## src/cbm_pkg.sv

```systemverilog
// shared constants and types for the core bus master and its slave end
package cbm_pkg;
   localparam int ADDR_W = 32;
   localparam int DATA_W = 64;
   localparam int STRB_W = 8;
   localparam int BURST_W = 3;
   localparam int PROT_W = 6;
   localparam int TRANS_W = 2;
   localparam int SIZE_W = 2;
   localparam int RESP_W = 3;

   localparam logic [1:0] TRANS_IDLE = 2'h0;
   localparam logic [1:0] TRANS_NONSEQ = 2'h2;
   localparam logic [2:0] RESP_OKAY = 3'h0;
   localparam logic [2:0] RESP_ERROR = 3'h1;
   localparam logic [2:0] BURST_SINGLE = 3'h0;

   // access kinds: byte, half, three bytes, word, double word
   typedef enum logic [2:0] {
      CBM_SZ_BYTE = 3'h0,
      CBM_SZ_HALF = 3'h1,
      CBM_SZ_TRI  = 3'h2,
      CBM_SZ_WORD = 3'h3,
      CBM_SZ_DBL  = 3'h4
   } cbm_len_t;

   localparam int SLV_WAIT_DEF = 0;

   function automatic logic [7:0] cbm_lanes(input logic [2:0] len,
                                            input logic [2:0] lane);
      logic [7:0] m;
      m = 8'h00;
      unique case (len)
         3'h0:    m = 8'h01;
         3'h1:    m = 8'h03;
         3'h2:    m = 8'h07;
         3'h3:    m = 8'h0F;
         default: m = 8'hFF;
      endcase
      return (len == 3'h4) ? m : 8'((16'(m) << lane));
   endfunction : cbm_lanes
endpackage : cbm_pkg

```

## src/cbm_bus_if.sv

```systemverilog
// bus carrier between the core bus master and the slave end
`timescale 1ns/10ps
interface cbm_bus_if;
   logic [31:0] haddr;
   logic [2:0]  hburst;
   logic [5:0]  hprot;
   logic [1:0]  htrans;
   logic [1:0]  hsize;
   logic [7:0]  hbstrb;
   logic        hwrite;
   logic [63:0] hwdata;
   logic [63:0] hrdata;
   logic        hready;
   logic [2:0]  hresp;
   logic        ahb_clken;

   modport master (output haddr, hburst, hprot, htrans, hsize, hbstrb,
                   hwrite, hwdata, input hrdata, hready, hresp, ahb_clken);
   modport slave (input haddr, hburst, hprot, htrans, hsize, hbstrb,
                  hwrite, hwdata, output hrdata, hready, hresp);
endinterface : cbm_bus_if

```

## src/cbm_master.sv

```systemverilog
// core bus master: pipelined requests, wait states, error decisions
// Operation
// - bus steps only on enabled clock edges
// - no falling-edge sampling or changes
// - all bus signals on rising clk edge
// - byte, half, three byte, word, double
// - one address cycle, data until ready
// - at most one outstanding, one pending
// - request taken when idle or ready
// - next request may change after acceptance
// - slave error is two cycles
// - pending data request withdrawn on first error cycle; a pending fetch stays queued
// - exception now or deferred
// - fetch error only when instruction used
// - write or demand read error raises exception
// - read request drives attributes, write low
// - new request NONSEQ, taken if idle
// - idle bus gets ready OKAY
// - slave acts on previous address phase
// - no request drives IDLE
// - read data aligned and extended
// - write data held until accepted
// - memory control latches bus signals
// - write high, data after taken
// - held request stays unchanged while waiting
`timescale 1ns/10ps
module cbm_master
(
   input  wire logic        clk,
   input  wire logic        reset_n,
   cbm_bus_if.master        bus,
   input  wire logic        req_valid,
   output logic             req_ready,
   input  wire logic [31:0] req_addr,
   input  wire logic        req_write,
   input  wire logic [2:0]  req_len,
   input  wire logic        req_signed,
   input  wire logic        req_fetch,
   input  wire logic [5:0]  req_prot,
   input  wire logic [63:0] req_wdata,
   input  wire logic        fetch_use,
   input  wire logic        fetch_flush,
   input  wire logic        defer_exc,
   output logic             rsp_valid,
   output logic [63:0]      rsp_rdata,
   output logic             rsp_error,
   output logic             exc_req
);
   // ------------------------------------------------------------
   // address phase register and data phase tracking
   // ------------------------------------------------------------
   logic        ap_valid, next_ap_valid;
   logic [31:0] ap_addr, next_ap_addr;
   logic        ap_write, next_ap_write;
   logic [2:0]  ap_len, next_ap_len;
   logic        ap_signed, next_ap_signed;
   logic        ap_fetch, next_ap_fetch;
   logic [5:0]  ap_prot, next_ap_prot;
   logic [63:0] ap_wdata, next_ap_wdata;
   logic        dp_valid, next_dp_valid;
   logic        dp_write, next_dp_write;
   logic [2:0]  dp_len, next_dp_len;
   logic [2:0]  dp_lane, next_dp_lane;
   logic        dp_signed, next_dp_signed;
   logic        dp_fetch, next_dp_fetch;
   logic [63:0] wdata, next_wdata;
   logic        fetch_err, next_fetch_err;
   logic        exc_pend, next_exc_pend;
   logic        next_rsp_valid, next_rsp_error, next_exc_req;
   logic [63:0] next_rsp_rdata;

   logic step, taken, done, err1;
   logic [63:0] shifted;

   assign step = bus.ahb_clken;
   assign done = dp_valid & bus.hready;
   assign taken = ap_valid & (~dp_valid | bus.hready);
   // first error cycle: ERROR seen while ready is still low
   assign err1 = dp_valid & ~bus.hready & (bus.hresp == cbm_pkg::RESP_ERROR);
   // new work accepted only when the address slot empties
   assign req_ready = step & (~ap_valid | taken);

   // ------------------------------------------------------------
   // bus outputs
   // ------------------------------------------------------------
   always_comb
   begin
      bus.htrans = ap_valid ? cbm_pkg::TRANS_NONSEQ
                            : cbm_pkg::TRANS_IDLE;
      bus.haddr = ap_addr;
      bus.hburst = cbm_pkg::BURST_SINGLE;
      bus.hprot = ap_prot;
      bus.hwrite = ap_write;
      // three bytes ride a word-sized transfer with three lanes strobed
      bus.hsize = (ap_len == 3'h4) ? 2'h3
                : (ap_len == 3'h3) ? 2'h2 : ap_len[1:0];
      bus.hbstrb = cbm_pkg::cbm_lanes(ap_len, ap_addr[2:0]);
      bus.hwdata = wdata;
   end

   // ------------------------------------------------------------
   // next state
   // ------------------------------------------------------------
   always_comb
   begin
      next_ap_valid = ap_valid;
      next_ap_addr = ap_addr;
      next_ap_write = ap_write;
      next_ap_len = ap_len;
      next_ap_signed = ap_signed;
      next_ap_fetch = ap_fetch;
      next_ap_prot = ap_prot;
      next_ap_wdata = ap_wdata;
      next_dp_valid = dp_valid;
      next_dp_write = dp_write;
      next_dp_len = dp_len;
      next_dp_lane = dp_lane;
      next_dp_signed = dp_signed;
      next_dp_fetch = dp_fetch;
      next_wdata = wdata;
      next_fetch_err = fetch_err;
      next_exc_pend = exc_pend;
      next_rsp_valid = 1'b0;
      next_rsp_error = 1'b0;
      next_rsp_rdata = rsp_rdata;
      next_exc_req = 1'b0;
      shifted = bus.hrdata >> {dp_lane, 3'h0};
      // fetch error waits for use; a flush discards it
      if (fetch_flush)
      begin
         next_fetch_err = 1'b0;
      end
      else if (fetch_use & fetch_err)
      begin
         next_fetch_err = 1'b0;
         next_exc_req = 1'b1;
      end
      if (exc_pend & ~defer_exc)
      begin
         next_exc_pend = 1'b0;
         next_exc_req = 1'b1;
      end
      if (step)
      begin
         if (done)
         begin
            next_dp_valid = 1'b0;
            next_rsp_valid = 1'b1;
            next_rsp_error = (bus.hresp == cbm_pkg::RESP_ERROR);
            unique case (dp_len)
               3'h0: next_rsp_rdata = {{56{dp_signed & shifted[7]}},
                                       shifted[7:0]};
               3'h1: next_rsp_rdata = {{48{dp_signed & shifted[15]}},
                                       shifted[15:0]};
               3'h2: next_rsp_rdata = {{40{dp_signed & shifted[23]}},
                                       shifted[23:0]};
               3'h3: next_rsp_rdata = {{32{dp_signed & shifted[31]}},
                                       shifted[31:0]};
               default: next_rsp_rdata = bus.hrdata;
            endcase
            if (dp_write)
            begin
               next_rsp_rdata = 64'h0;
            end
            if (bus.hresp == cbm_pkg::RESP_ERROR)
            begin
               if (dp_fetch & ~dp_write)
               begin
                  next_fetch_err = 1'b1;
               end
               else if (defer_exc)
               begin
                  next_exc_pend = 1'b1;
               end
               else
               begin
                  next_exc_req = 1'b1;
               end
            end
         end
         if (taken)
         begin
            next_dp_valid = 1'b1;
            next_dp_write = ap_write;
            next_dp_len = ap_len;
            next_dp_lane = ap_addr[2:0];
            next_dp_signed = ap_signed;
            next_dp_fetch = ap_fetch;
            next_wdata = ap_wdata;
            next_ap_valid = 1'b0;
         end
         else if (err1 & ~ap_fetch)
         begin
            // only data requests are withdrawn; fetches stay queued
            next_ap_valid = 1'b0;
         end
         if (req_valid & req_ready)
         begin
            next_ap_valid = 1'b1;
            next_ap_addr = req_addr;
            next_ap_write = req_write;
            next_ap_len = req_len;
            next_ap_signed = req_signed;
            next_ap_fetch = req_fetch;
            next_ap_prot = req_prot;
            next_ap_wdata = req_wdata;
         end
      end
   end

   // ------------------------------------------------------------
   // registers
   // ------------------------------------------------------------
   always_ff @(posedge clk or negedge reset_n)
   begin
      if (!reset_n)
      begin
         ap_valid <= 1'b0;
         ap_addr <= 32'h0;
         ap_write <= 1'b0;
         ap_len <= 3'h0;
         ap_signed <= 1'b0;
         ap_fetch <= 1'b0;
         ap_prot <= 6'h0;
         ap_wdata <= 64'h0;
         dp_valid <= 1'b0;
         dp_write <= 1'b0;
         dp_len <= 3'h0;
         dp_lane <= 3'h0;
         dp_signed <= 1'b0;
         dp_fetch <= 1'b0;
         wdata <= 64'h0;
         fetch_err <= 1'b0;
         exc_pend <= 1'b0;
         rsp_valid <= 1'b0;
         rsp_error <= 1'b0;
         rsp_rdata <= 64'h0;
         exc_req <= 1'b0;
      end
      else
      begin
         ap_valid <= next_ap_valid;
         ap_addr <= next_ap_addr;
         ap_write <= next_ap_write;
         ap_len <= next_ap_len;
         ap_signed <= next_ap_signed;
         ap_fetch <= next_ap_fetch;
         ap_prot <= next_ap_prot;
         ap_wdata <= next_ap_wdata;
         dp_valid <= next_dp_valid;
         dp_write <= next_dp_write;
         dp_len <= next_dp_len;
         dp_lane <= next_dp_lane;
         dp_signed <= next_dp_signed;
         dp_fetch <= next_dp_fetch;
         wdata <= next_wdata;
         fetch_err <= next_fetch_err;
         exc_pend <= next_exc_pend;
         rsp_valid <= next_rsp_valid;
         rsp_error <= next_rsp_error;
         rsp_rdata <= next_rsp_rdata;
         exc_req <= next_exc_req;
      end
   end
endmodule : cbm_master

```

## src/flat_wrapper.sv

```systemverilog
// flat-port wrapper written by rule: the top's interface ports become plain ports
module cbm_master_flat 
  (clk, reset_n, req_valid, req_ready, req_addr, req_write, req_len, req_signed, req_fetch, req_prot, req_wdata, fetch_use, fetch_flush, defer_exc, rsp_valid, rsp_rdata, rsp_error, exc_req, bus_haddr, bus_hburst, bus_hprot, bus_htrans, bus_hsize, bus_hbstrb, bus_hwrite, bus_hwdata, bus_hrdata, bus_hready, bus_hresp, bus_ahb_clken);
  cbm_bus_if bus_i ();
  input  wire logic clk;
  input  wire logic reset_n;
  input  wire logic req_valid;
  output logic req_ready;
  input  wire logic [31:0] req_addr;
  input  wire logic req_write;
  input  wire logic [2:0] req_len;
  input  wire logic req_signed;
  input  wire logic req_fetch;
  input  wire logic [5:0] req_prot;
  input  wire logic [63:0] req_wdata;
  input  wire logic fetch_use;
  input  wire logic fetch_flush;
  input  wire logic defer_exc;
  output logic rsp_valid;
  output logic [63:0] rsp_rdata;
  output logic rsp_error;
  output logic exc_req;
  output wire logic [$bits(bus_i.haddr)-1:0] bus_haddr;
  output wire logic [$bits(bus_i.hburst)-1:0] bus_hburst;
  output wire logic [$bits(bus_i.hprot)-1:0] bus_hprot;
  output wire logic [$bits(bus_i.htrans)-1:0] bus_htrans;
  output wire logic [$bits(bus_i.hsize)-1:0] bus_hsize;
  output wire logic [$bits(bus_i.hbstrb)-1:0] bus_hbstrb;
  output wire logic [$bits(bus_i.hwrite)-1:0] bus_hwrite;
  output wire logic [$bits(bus_i.hwdata)-1:0] bus_hwdata;
  input wire logic [$bits(bus_i.hrdata)-1:0] bus_hrdata;
  input wire logic [$bits(bus_i.hready)-1:0] bus_hready;
  input wire logic [$bits(bus_i.hresp)-1:0] bus_hresp;
  input wire logic [$bits(bus_i.ahb_clken)-1:0] bus_ahb_clken;
  assign bus_haddr = bus_i.haddr;
  assign bus_hburst = bus_i.hburst;
  assign bus_hprot = bus_i.hprot;
  assign bus_htrans = bus_i.htrans;
  assign bus_hsize = bus_i.hsize;
  assign bus_hbstrb = bus_i.hbstrb;
  assign bus_hwrite = bus_i.hwrite;
  assign bus_hwdata = bus_i.hwdata;
  assign bus_i.hrdata = bus_hrdata;
  assign bus_i.hready = bus_hready;
  assign bus_i.hresp = bus_hresp;
  assign bus_i.ahb_clken = bus_ahb_clken;
  cbm_master u_core (.clk(clk), .reset_n(reset_n), .bus(bus_i), .req_valid(req_valid), .req_ready(req_ready), .req_addr(req_addr), .req_write(req_write), .req_len(req_len), .req_signed(req_signed), .req_fetch(req_fetch), .req_prot(req_prot), .req_wdata(req_wdata), .fetch_use(fetch_use), .fetch_flush(fetch_flush), .defer_exc(defer_exc), .rsp_valid(rsp_valid), .rsp_rdata(rsp_rdata), .rsp_error(rsp_error), .exc_req(exc_req));
endmodule
```

## config.mk

```make
export PLATFORM = sky130hd
export DESIGN_NAME = cbm_master_flat
export DESIGN_NICKNAME = d
export VERILOG_FILES = /design/src/cbm_pkg.sv /design/src/cbm_bus_if.sv /design/src/cbm_master.sv /design/src/flat_wrapper.sv
export SDC_FILE = /design/constraint.sdc
export NUM_CORES = 1
export LEC_CHECK = 0
export ABC_AREA = 1
export BUFFER_PORTS_ARGS = -buffer_cell sky130_fd_sc_hd__buf_2
export CAP_MARGIN = 40
export CORE_MARGIN = 2
export CORE_UTILIZATION = 45
export CTS_CLUSTER_SIZE = 28
export DETAILED_ROUTE_END_ITERATION = 8
export PLACE_DENSITY_LB_ADDON = 0.05
export SLEW_MARGIN = 20
export SYNTH_ARGS = -nofsm -noshare
export SYNTH_HDL_FRONTEND = slang
export SYNTH_SLANG_ARGS = --single-unit
```

## constraint.sdc

```tcl
create_clock -name clk -period 3.21 [get_ports clk]
set_clock_uncertainty 0.05 [all_clocks]
set_input_delay 0.1605 -clock clk [delete_from_list [all_inputs] [get_ports clk]]
set_output_delay 0.1605 -clock clk [all_outputs]
set_load 0.02 [all_outputs]
```

### Word-level counts from Yosys, hierarchy flattened

Index checks and enable logic that the tools add are counted.

| word-level totals | value |
|---|---|
| register bits | 252 |
| input port bits | 183 |
| output and inout bits | 186 |
| word-level logic and storage cells | 98 |

| operators by class | value |
|---|---|
| equal/unequal tests | 8 |
| shifts and indexed selects | 2 |
| mux-type cells | 36 |
| bitwise logic cells | 22 |
| reductions and logical operators | 9 |

Operators by type and width:

| kind | number |
|---|---|
| $pmux 64 s4 | 1 |
| $mux 64 | 1 |
| $shr 64x6->32 | 1 |
| $pmux 8 s4 | 1 |
| $mux 1 | 29 |
| $and 1x1->1 | 14 |
| $eq 3x2->1 const B | 4 |
| $reduce_and 2->1 | 5 |
| $eq 3x1->1 const B | 3 |
| $mux 8 | 1 |
| $shl 8x3->8 | 1 |
| $logic_not 3->1 | 2 |
| $mux 2 | 3 |
| $not 1->1 | 6 |
| $eq 3x3->1 const B | 1 |
| $reduce_bool 3->1 | 1 |
| $or 1x1->1 | 2 |
| $reduce_bool 2->1 | 1 |

### Logic depth before layout (Yosys ltp)

Gate-level depths: netlist of run 1.

| logic depth | value |
|---|---|
| depth in word-level cells | 9 |
| depth in mapped cells | 14 |
| mapped depth without buffers | 13 |

### Worst setup path before layout of run 1

OpenSTA, ideal clock, no wires.

| path | value |
|---|---|
| kind | register -> register |
| start | reg u_core.dp_valid |
| end | reg u_core.ap_signed |
| library setup time | 0.125 ns |
| data arrival time | 1.768 ns |
| data required time | 3.035 ns |
| slack | 1.267 ns |
| stages on the path, launching flop included | 8 |
| period minus slack after synthesis | 1.943 ns |
| cell sequence | dfrtp_1 > inv_1 > or2_2 > nand2_1 > o21ai_0 > nand2_1 > buf_2 > mux2_2 |

| between the ends | value |
|---|---|
| word-level cells in the longest chain between the ends | 7 |

RTL lines:

| what | RTL line | source |
|---|---|---|
| start: declaration | cbm_master.sv:60 | `logic dp_valid, next_dp_valid;` |
| start signal: assignment | cbm_master.sv:250 | `dp_valid <= next_dp_valid;` |
| $not 1->1 | cbm_master.sv:77 | `assign taken = ap_valid & (~dp_valid \| bus.hready);` |
| $or 1x1->1 | cbm_master.sv:77 |  |
| $and 1x1->1 | cbm_master.sv:77 |  |
| $or 1x1->1 | cbm_master.sv:81 | `assign req_ready = step & (~ap_valid \| taken);` |
| $and 1x1->1 | cbm_master.sv:81 |  |
| via req_ready | flat_wrapper.sv:8 | `output logic req_ready;` |
| $and 1x1->1 | cbm_master.sv:197 | `if (req_valid & req_ready)` |
| $reduce_and 2->1 (no line) | -- |  |
| end signal: assignment | cbm_master.sv:246 | `ap_signed <= next_ap_signed;` |
| end: declaration | cbm_master.sv:56 | `logic ap_signed, next_ap_signed;` |

The timed path passes the listed nets, and every way through them passes these cells.
A chain may end at the register's enable or synchronous reset.

### Worst setup path after layout of run 1

| path | value |
|---|---|
| start | in bus_ahb_clken |
| end | reg u_core.exc_req |

| between the ends | value |
|---|---|
| word-level cells in the longest chain between the ends | 1 |

RTL lines:

| what | RTL line | source |
|---|---|---|
| start: declaration | flat_wrapper.sv:34 | `input wire logic [$bits(bus_i.ahb_clken)-1:0] bus_ahb_clken;` |
| $mux 1 | cbm_master.sv:143 | `if (step)` |
| via u_core.next_exc_req | cbm_master.sv:69 | `logic next_rsp_valid, next_rsp_error, next_exc_req;` |
| end signal: assignment | cbm_master.sv:262 | `exc_req <= next_exc_req;` |
| end: declaration | cbm_master.sv:47 | `output logic exc_req` |

The timed path passes the listed nets, and every way through them passes these cells.

==> summary.log, run 1 <==
[worst_setup_path] most frequent cell on the critical path sky130_fd_sc_hd__dlygate4sd3_1
[cells_and_area] combined flip-flop and latch cell area 0.006307 mm²
[flow_run] max-cap check violation count 0
[floorplan] area inside the core boundary 0.02591 mm²
[power_and_ir_drop] static leakage power 0.008925 µW
[worst_setup_path] reg2reg start u_core.dp_lane[1]
[cells_and_area] post-route standard cell area excluding fillers 0.01667 mm²
[worst_setup_path] Worst Reg2Reg Path Length in Cells 12
[clock_tree] clock transition at the registers of the reported paths 0.06 ns
[worst_setup_path] endpoint of the most critical setup path u_core.exc_req
[worst_setup_path] startpoint types primary input
[worst_setup_path] Register-to-Register Setup Slack 0.54 ns
[sta] count of endpoints failing hold in the final timing report 0
[power_and_ir_drop] Sw Share 43.30%
[worst_setup_path] largest fanout on the critical path 66
[power_and_ir_drop] Seq pwr share 33.4%
[synth] top_reg_cell synth sky130_fd_sc_hd__dfrtp_1
[synth] sequential-to-total area share from yosys stat 53.28%
[clock_tree] Max Buffers Root-to-Sink 3
[worst_setup_path] arrival time of the worst setup path 3.19 ns
[route] DRC violation total after the first TritonRoute iteration 928
[synth] number of distinct library cells after synthesis 34
[synth] post-synthesis register bit count 252
[floorplan] initial core utilization 45.68%
[place] post-place instance area 0.01390 mm²
[synth] Yosys Warn Count 0
[global_route] layer with the highest usage met2
[synth] netlist area before placement 0.01184 mm²
[global_route] first-pass GRT wire length 60.15 mm
[global_route] largest net degree at the start of global routing 97
[sta] f_max 357.5 MHz
[sta] setup TNS after final layout 0 ns
[clock_tree] CTS tree built
[floorplan] area of the die 0.02762 mm²
[cells_and_area] area of the multi-input gates 0.004695 mm²
[power_and_ir_drop] post-layout power 15520 µW
[global_route] gr ovfl total 0
[power_and_ir_drop] areal power density over the cells 930.6 mW/mm²
[place] weighted congestion at the end of routability-driven global placement 0.9293
[clock_tree] maximum level of the CTS H-tree 1
[sta] Period Utilization, post-route 87.14%
[cells_and_area] fraction of layout cells with a size suffix above 1 24.44%
[floorplan] die boundary height 166.2 µm
[worst_setup_path] longest individual stage delay on the worst path 0.58 ns
[power_and_ir_drop] clock network power share 21.2%
[route] per-cell via count in the routed design 5.037
[worst_setup_path] Cell Chain, Critical Path dlygate4sd3_1 -> buf_2 -> nand2_1 -> dlygate4sd3_1 -> nor2_1 -> inv_2 -> buf_4 -> nor2_1 -> a21o_1 -> inv_1 -> o21ai_0 -> dlygate4sd3_1
[clock_tree] clock sink total 252
[global_route] vias in the first global route 11650
[worst_hold_path] class of the most critical hold timing path primary input to register
[worst_setup_path] timing startpoint of the critical path bus_ahb_clken
[clock_tree] # Post-CTS Setup Buffers 0
[route] final routed wire length divided by cell count 16.07 µm
[synth] top-count cell post-synth sky130_fd_sc_hd__nand2_1
[clock_tree] clock root buffer sky130_fd_sc_hd__clkbuf_16
[cells_and_area] relative area change from synthesis to final layout 40.86%
[clock_tree] CTS hold repair buffers 181
[floorplan] Die W 166.2 µm
[run_status] run status finished, final reports clean
[synth] largest cells by area after synthesis sky130_fd_sc_hd__dfrtp_1 53%, sky130_fd_sc_hd__nand2_1 15%, sky130_fd_sc_hd__a21oi_1 5.0%
[sta] worst-case headroom to the max-slew limit 51.33%
[route] first-pass iteration count of the detailed router 8
[route] antenna viol nets, final 0
[floorplan] row cnt 59
[global_route] total routing usage reported by global routing 26.70%
[place] total half-perimeter wirelength after legalization and detailed placement 25.24 mm
[cells_and_area] count of fill cells added during filler insertion 2293
[synth] Yosys top cell area share 53.28%
[sta] endpoints failing setup 0
[synth] average footprint of a synthesized cell 8.068 µm²
[cells_and_area] number of nets in the final layout 2159
[synth] number of enable flip-flop cells after synthesis 0
[sta] unrepaired setup endpoints after global routing false
[worst_setup_path] critical path required time 3.60 ns
[place] number of buffers inserted by port buffering 364
[worst_setup_path] kind of capture point of the worst setup path register
[power_and_ir_drop] worst ir drop on vdd 0.6029 mV
[sta] Slew Limit Fails 0
[synth] Synth top cells by count 463 x sky130_fd_sc_hd__nand2_1, 252 x sky130_fd_sc_hd__dfrtp_1, 139 x sky130_fd_sc_hd__nor2_1, 118 x sky130_fd_sc_hd__a21oi_1, 114 x sky130_fd_sc_hd__o21ai_0
[sta] slew of the pin with the lowest slew margin 0.7300 ns
[route] final wirelength 37.52 mm
[global_route] global-route met1 utilization 32.53%
[synth] Syn Inst Count 1467
[worst_setup_path] WS Path Type primary input to register
[floorplan] I/O pin count 369
[global_route] met2 Use GR 46.17%
[sta] min cycle time layout 2.797 ns
[global_route] antenna violations before repair 3
[clock_tree] clock latency of the later-clocked register in the worst-skew pair 0.56 ns
[power_and_ir_drop] Gate power share 45.4%
[clock_tree] total CTS buffers 28
[synth] proportion of register bits with asynchronous set or reset after synthesis 100.0%
[worst_setup_path] standard cell with the maximum stage delay on the critical path sky130_fd_sc_hd__buf_4
[power_and_ir_drop] switching component of the power 6718 µW
[synth] library cell occupying the most area in the post-synthesis netlist sky130_fd_sc_hd__dfrtp_1
[power_and_ir_drop] internal power 8798 µW
[global_route] met3 Track Usage GR 6.459%
[route] via count 11760
[clock_tree] count of cells resized by post-cts repair 0
[route] Remaining DRCs 0
[worst_setup_path] R2R Path End u_core.rsp_rdata[36]
-- how the worst min path moves through the flow --
stage | start | end | slack, ns | cells past startpoint
after global placement | reset_n | u_core.bus.haddr[11] | 0.13 | 1
after detailed placement | reset_n | u_core.bus.haddr[11] | 0.13 | 1
after CTS | req_valid | u_core.ap_wdata[38] | 0.002 | 4
after global routing | req_valid | u_core.ap_wdata[38] | 0.04 | 3
after floorplan | reset_n | u_core.ap_fetch | -0.19 | 0
final | req_valid | u_core.ap_wdata[38] | 0.02 | 4
-- cells by family after synthesis --
kind of cell | after synthesis | share of synthesized area (%)
muxes | 40 | 3.805
other | 1 | 0.03168
DFF | 252 | 53.28
AOI/OAI and AO/OA | 258 | 11.51
buffers and inverters | 202 | 7.220
and+or+nand+nor | 714 | 24.15
-- worst max-delay path, delay by kind of cell --
kind / cells / cell delay (ns)
AND/OR/NAND/NOR: 3 / 0.25
buffers and inverters: 7 / 2.52
AO/OA/AOI/OAI: 2 / 0.26
-- area by class of cell --
cell class | instances | share of cell area [%]
multi-input combinational | 1016 | 28.16
tap | 335 | 2.514
sequential | 252 | 37.83
clock inverter | 9 | 0.8856
clock buffer | 42 | 4.818
antenna | 3 | 0.04503
timing repair buffer | 568 | 23.26
inverter | 110 | 2.484
-- routing by layer --
metal,up-vias,part of all wire [%]
met4,0,3.8
met2,432,49
met3,93,7.3
met5,-,0
li1,5694,-
met1,5542,39
-- cell usage in the layout, fill, tap and decap left out, drive strengths merged, types with 4 or more instances in the layout --
master	synthesis	final
dfrtp	252	252
nor2	144	144
clkinv	1	7
mux2	40	40
buf	55	387
conb	1	4
inv	109	108
and2	6	6
o211ai	17	17
dlygate4sd3	0	181
a21oi	119	119
nand3	93	93
clkbuf	37	42
o21ai	114	114
nand2	467	467
-- stage by stage --
step                      worst slack, ns  cells  hold slack, ns  utilization [%]
after floorplan                     1.267   1470         -0.1851                -
after global placement             0.6643   2100          0.1310            53.65
after detailed placement           0.5933   2100          0.1312            53.65
after CTS                          0.4460   2332        0.001589            64.32
after global routing               0.2417   2334         0.04004            64.33
final                              0.4128   2335         0.02249            64.34
-- flip-flops by register name (all words and copies together) (netlist names), 3 cells and up --
| name | flops |
|---|---|
| u_core.ap_len | 3 |
| u_core.ap_wdata | 64 |
| u_core.bus.haddr | 32 |
| u_core.bus.hprot | 6 |
| u_core.bus.hwdata | 64 |
| u_core.dp_lane | 3 |
| u_core.dp_len | 3 |
| u_core.rsp_rdata | 64 |
-- power groups by stage --
stage | sequential [µW] | combinational, µW | clock (µW)
after CTS | 5180 | 7050 | 3370
after floorplan | 6230 | 3580 | 0
final | 5190 | 7040 | 3290
after global placement | 5190 | 6790 | 0
after detailed placement | 5220 | 6850 | 0
after global routing | 5360 | 7780 | 3500
Power figures use the tool's default switching activity.
==> run 2, diff against run 1 <==
--- a/config.mk
+++ b/config.mk
@@ -5,7 +5,7 @@
 export SDC_FILE = /design/constraint.sdc
 export NUM_CORES = 1
 export LEC_CHECK = 0
-export ABC_AREA = 1
+export ABC_CLOCK_PERIOD_IN_PS = 3210
 export BUFFER_PORTS_ARGS = -buffer_cell sky130_fd_sc_hd__buf_2
 export CAP_MARGIN = 40
 export CORE_MARGIN = 2
==> summary.log, run 2 <==
[synth] Yosys top cell area share 52.74% [-0.54 points]
[synth] largest cells by area after synthesis sky130_fd_sc_hd__dfrtp_1 53%, sky130_fd_sc_hd__mux2_2 18%, sky130_fd_sc_hd__mux2i_1 4.4%
[power_and_ir_drop] Sw Share 38.18% [-5.1 points]
[worst_setup_path] critical path required time 3.56 ns [-0.04 ns]
[synth] sequential-to-total area share from yosys stat 52.74% [-0.54 points]
[synth] adder-cell share of the synthesized area 0.08371% [+0.084 points]
[floorplan] I/O pin count 369 [unchanged]
[sta] count of endpoints failing hold in the final timing report 0 [unchanged]
[worst_setup_path] largest fanout on the critical path 40 [-39%]
[synth] xor and xnor area share after synthesis 0% [unchanged]
[floorplan] area of the die 0.02789 mm² [+1.0%]
[place] total instance count after detailed placement 1596 [-24%]
[synth] main combinational cell family by area after synthesis multiplexers
[synth] number of enable flip-flop cells after synthesis 0 [unchanged]
[sta] endpoints failing setup 0 [unchanged]
[worst_setup_path] startpoint types register
[sta] min cycle time layout 2.454 ns [-0.3430 ns]
[worst_setup_path] Cell Chain, Critical Path mux2_2 -> a22oi_4 -> a31oi_4 -> nor4_4 -> buf_4 -> o211ai_1
[worst_setup_path] kind of capture point of the worst setup path register
[synth] proportion of register bits with asynchronous set or reset after synthesis 100.0% [unchanged]
[run_status] run status finished, final reports clean
[synth] netlist area before placement 0.01196 mm² [+1.0%]
[sta] unrepaired setup endpoints after global routing false
[clock_tree] maximum level of the CTS H-tree 1 [unchanged]
[global_route] largest net degree at the start of global routing 95 [-2.1%]
[power_and_ir_drop] post-layout power 14200 µW [-8.5%]
[worst_setup_path] crit-path leading delay family compound AO/OA/AOI/OAI gates
[worst_setup_path] standard cell with the maximum stage delay on the critical path sky130_fd_sc_hd__buf_4
[floorplan] row cnt 59 [unchanged]
[cells_and_area] utilization after layout 64.23% [-0.11 points]
[global_route] first-pass GRT wire length 55.80 mm [-7.2%]
[synth] number of distinct library cells after synthesis 50 [+47%]
[power_and_ir_drop] areal power density over the cells 848.5 mW/mm² [-8.8%]
[route] via count 9675 [-18%]
[route] final wirelength 35.14 mm [-6.3%]
[cells_and_area] commonest non-fill, non-tap cell in the layout sky130_fd_sc_hd__buf_2
[route] per-cell via count in the routed design 5.325 [+5.7%]
[global_route] total routing usage reported by global routing 24.87% [-1.8 points]
[synth] average footprint of a synthesized cell 12.52 µm² [+55%]
[cells_and_area] antenna cells 0 [-3]
[clock_tree] clock sink total 252 [unchanged]
[cells_and_area] relative area change from synthesis to final layout 39.98%
[sta] worst-case headroom to the max-slew limit 54.23% [+2.9 points]
[synth] complex-gate fraction of the synthesized area 11.23% [-0.28 points]
[power_and_ir_drop] Gate power share 42.0% [-3.4 points]
[clock_tree] # Post-CTS Setup Buffers 0 [unchanged]
[cells_and_area] commonest non-fill, non-tap cells in the layout 363 x sky130_fd_sc_hd__buf_2, 250 x sky130_fd_sc_hd__dfrtp_1, 187 x sky130_fd_sc_hd__mux2_2
[global_route] antenna violations before repair 0 [-3]
[route] Remaining DRCs 0 [unchanged]
[synth] top-count cell post-synth sky130_fd_sc_hd__dfrtp_1
[floorplan] initial core utilization 45.89% [+0.21 points]
[worst_hold_path] class of the most critical hold timing path primary input to register
[flow_run] max-cap check violation count 0 [unchanged]
[floorplan] Die W 167.0 µm [+0.50%]
[global_route] vias in the first global route 9844 [-16%]
[clock_tree] CTS hold repair buffers 172 [-5.0%]
[power_and_ir_drop] clock network power share 23.2% [+2.0 points]
[sta] Slew Limit Fails 0 [unchanged]
[place] total half-perimeter wirelength after legalization and detailed placement 23.28 mm [-7.8%]
[route] DRC violation total after the first TritonRoute iteration 816 [-12%]
[sta] slew of the pin with the lowest slew margin 0.6820 ns [-0.04804 ns]
[power_and_ir_drop] internal power 8780 µW [-0.20%]
[clock_tree] clock root buffer sky130_fd_sc_hd__clkbuf_16
[synth] simple-gate share of the synthesized area 5.922% [-18 points]
[power_and_ir_drop] Seq pwr share 34.8% [+1.4 points]
[route] final routed wire length divided by cell count 19.34 µm [+20%]
[cells_and_area] area of the multi-input gates 0.005253 mm² [+12%]
[power_and_ir_drop] static leakage power 0.007854 µW [-12%]
[sta] setup TNS after final layout 0 ns [unchanged]
[sta] worst hold slack after final layout 0.03314 ns [+0.01064 ns]
[cells_and_area] count of fill cells added during filler insertion 2082 [-9.2%]
[synth] Syn Inst Count 955 [-35%]
[worst_setup_path] WS Path Type register to register
[synth] post-synthesis register bit count 252 [unchanged]
[clock_tree] Max Buffers Root-to-Sink 3 [unchanged]
[place] weighted congestion at the end of routability-driven global placement 0.8525 [-8.3%]
[cells_and_area] number of nets in the final layout 1646 [-24%]
[floorplan] die boundary height 167.0 µm [+0.50%]
[synth] Yosys Warn Count 0 [unchanged]
[synth] Synth top cells by count 252 x sky130_fd_sc_hd__dfrtp_1, 187 x sky130_fd_sc_hd__mux2_2, 90 x sky130_fd_sc_hd__nand2_1, 73 x sky130_fd_sc_hd__o21ai_0, 52 x sky130_fd_sc_hd__mux2i_1
[power_and_ir_drop] worst ir drop on vdd 0.5394 mV [-11%]
[worst_setup_path] arrival time of the worst setup path 2.80 ns [-0.39 ns]
[synth] mux share of post-synthesis cell area 26.23% [+22 points]
[cells_and_area] final std cells w/o fill 1817 [-22%]
[place] number of buffers inserted by port buffering 364 [unchanged]
[cells_and_area] combined flip-flop and latch cell area 0.006309 mm² [about the same]
[worst_setup_path] count of buffer and inverter cells on the critical path 1 [-6]
[synth] library cell occupying the most area in the post-synthesis netlist sky130_fd_sc_hd__dfrtp_1
[floorplan] area inside the core boundary 0.02606 mm² [+0.57%]
[route] antenna viol nets, final 0 [unchanged]
[cells_and_area] fraction of layout cells with a size suffix above 1 45.61% [+21 points]
[clock_tree] count of cells resized by post-cts repair 0 [unchanged]
[sta] f_max 407.5 MHz [+14%]
[sta] Period Utilization, post-route 76.46% [-11 points]
[synth] top_reg_cell synth sky130_fd_sc_hd__dfrtp_1
[power_and_ir_drop] switching component of the power 5423 µW [-19%]
[clock_tree] clock latency of the later-clocked register in the worst-skew pair 0.55 ns [about the same]
[clock_tree] CTS tree built
[route] first-pass iteration count of the detailed router 5 [-3]
[clock_tree] total CTS buffers 28 [unchanged]
[global_route] gr ovfl total 0 [unchanged]
[worst_setup_path] longest individual stage delay on the worst path 0.52 ns [-0.06 ns]
[clock_tree] clock transition at the registers of the reported paths 0.06 ns [about the same]
-- run 2: worst min-delay path: cells and delay by family --
| kind | cells | cell delay [ns] |
|---|---|---|
| AO/OA/AOI/OAI | 2 | 0.29 |
| buffers and inverters | 1 | 0.13 |
-- run 2: metal layers --
layer	vias to the layer above	routed length (µm)	track usage (%)
li1	4475	-	-
met1	4770	14900	33.89
met2	380	16640	40.42
met3	50	2725	5.846
met4	0	874	6.109
met5	-	0	0
-- run 2: per-stage QoR --
stage               instance area [µm²]  worst slack (ns)
floorplan                         11970             1.185
global placement                  14060            0.8102
detailed placement                14060            0.7686
CTS                               16740            0.7595
global route                      16740            0.5450
finish                            16740            0.7558
-- run 2: cell type report --
| cell class | instances | area share (%) |
|---|---|---|
| sequential | 252 | 37.69 |
| multi-input combinational | 616 | 31.38 |
| timing repair buffer | 556 | 22.50 |
| clock buffer | 38 | 4.769 |
| tap | 335 | 2.504 |
| clock inverter | 11 | 0.9568 |
| inverter | 9 | 0.2018 |
-- run 2: power groups by stage --
stage	sequential (µW)	combinational (µW)	clock (µW)
2_1_floorplan	5850	3080	0
6_report	4940	5960	3300
3_3_place_gp	4950	5760	0
5_1_grt	5090	6400	3530
4_1_cts	4930	5990	3370
3_5_place_dp	4970	5800	0
-- run 2: path summary, 6_finish.rpt --
check | from | slack, ns | end | cells after the start
worst max-delay path | u_core.dp_lane[0] | 0.76 | u_core.rsp_rdata[60] | 6
worst min-delay path | bus_hrdata[62] | 0.03 | u_core.rsp_rdata[62] | 3
worst max register to register | u_core.dp_lane[0] | 0.76 | u_core.rsp_rdata[60] | 6
worst min register to register | u_core.rsp_rdata[10] | 0.43 | u_core.rsp_rdata[10] | 2
max in group asynchronous | reset_n | 2.17 | u_core.ap_wdata[25] | 3
min in group asynchronous | reset_n | 0.08 | u_core.bus.haddr[3] | 2
-- run 2: cells by family after synthesis --
group / after synthesis
buffers and inverters: 90
AO/OA/AOI/OAI: 189
flip-flops: 252
AND/OR/NAND/NOR: 160
multiplexers: 262
adder cells (fa/ha/maj): 1
other: 1
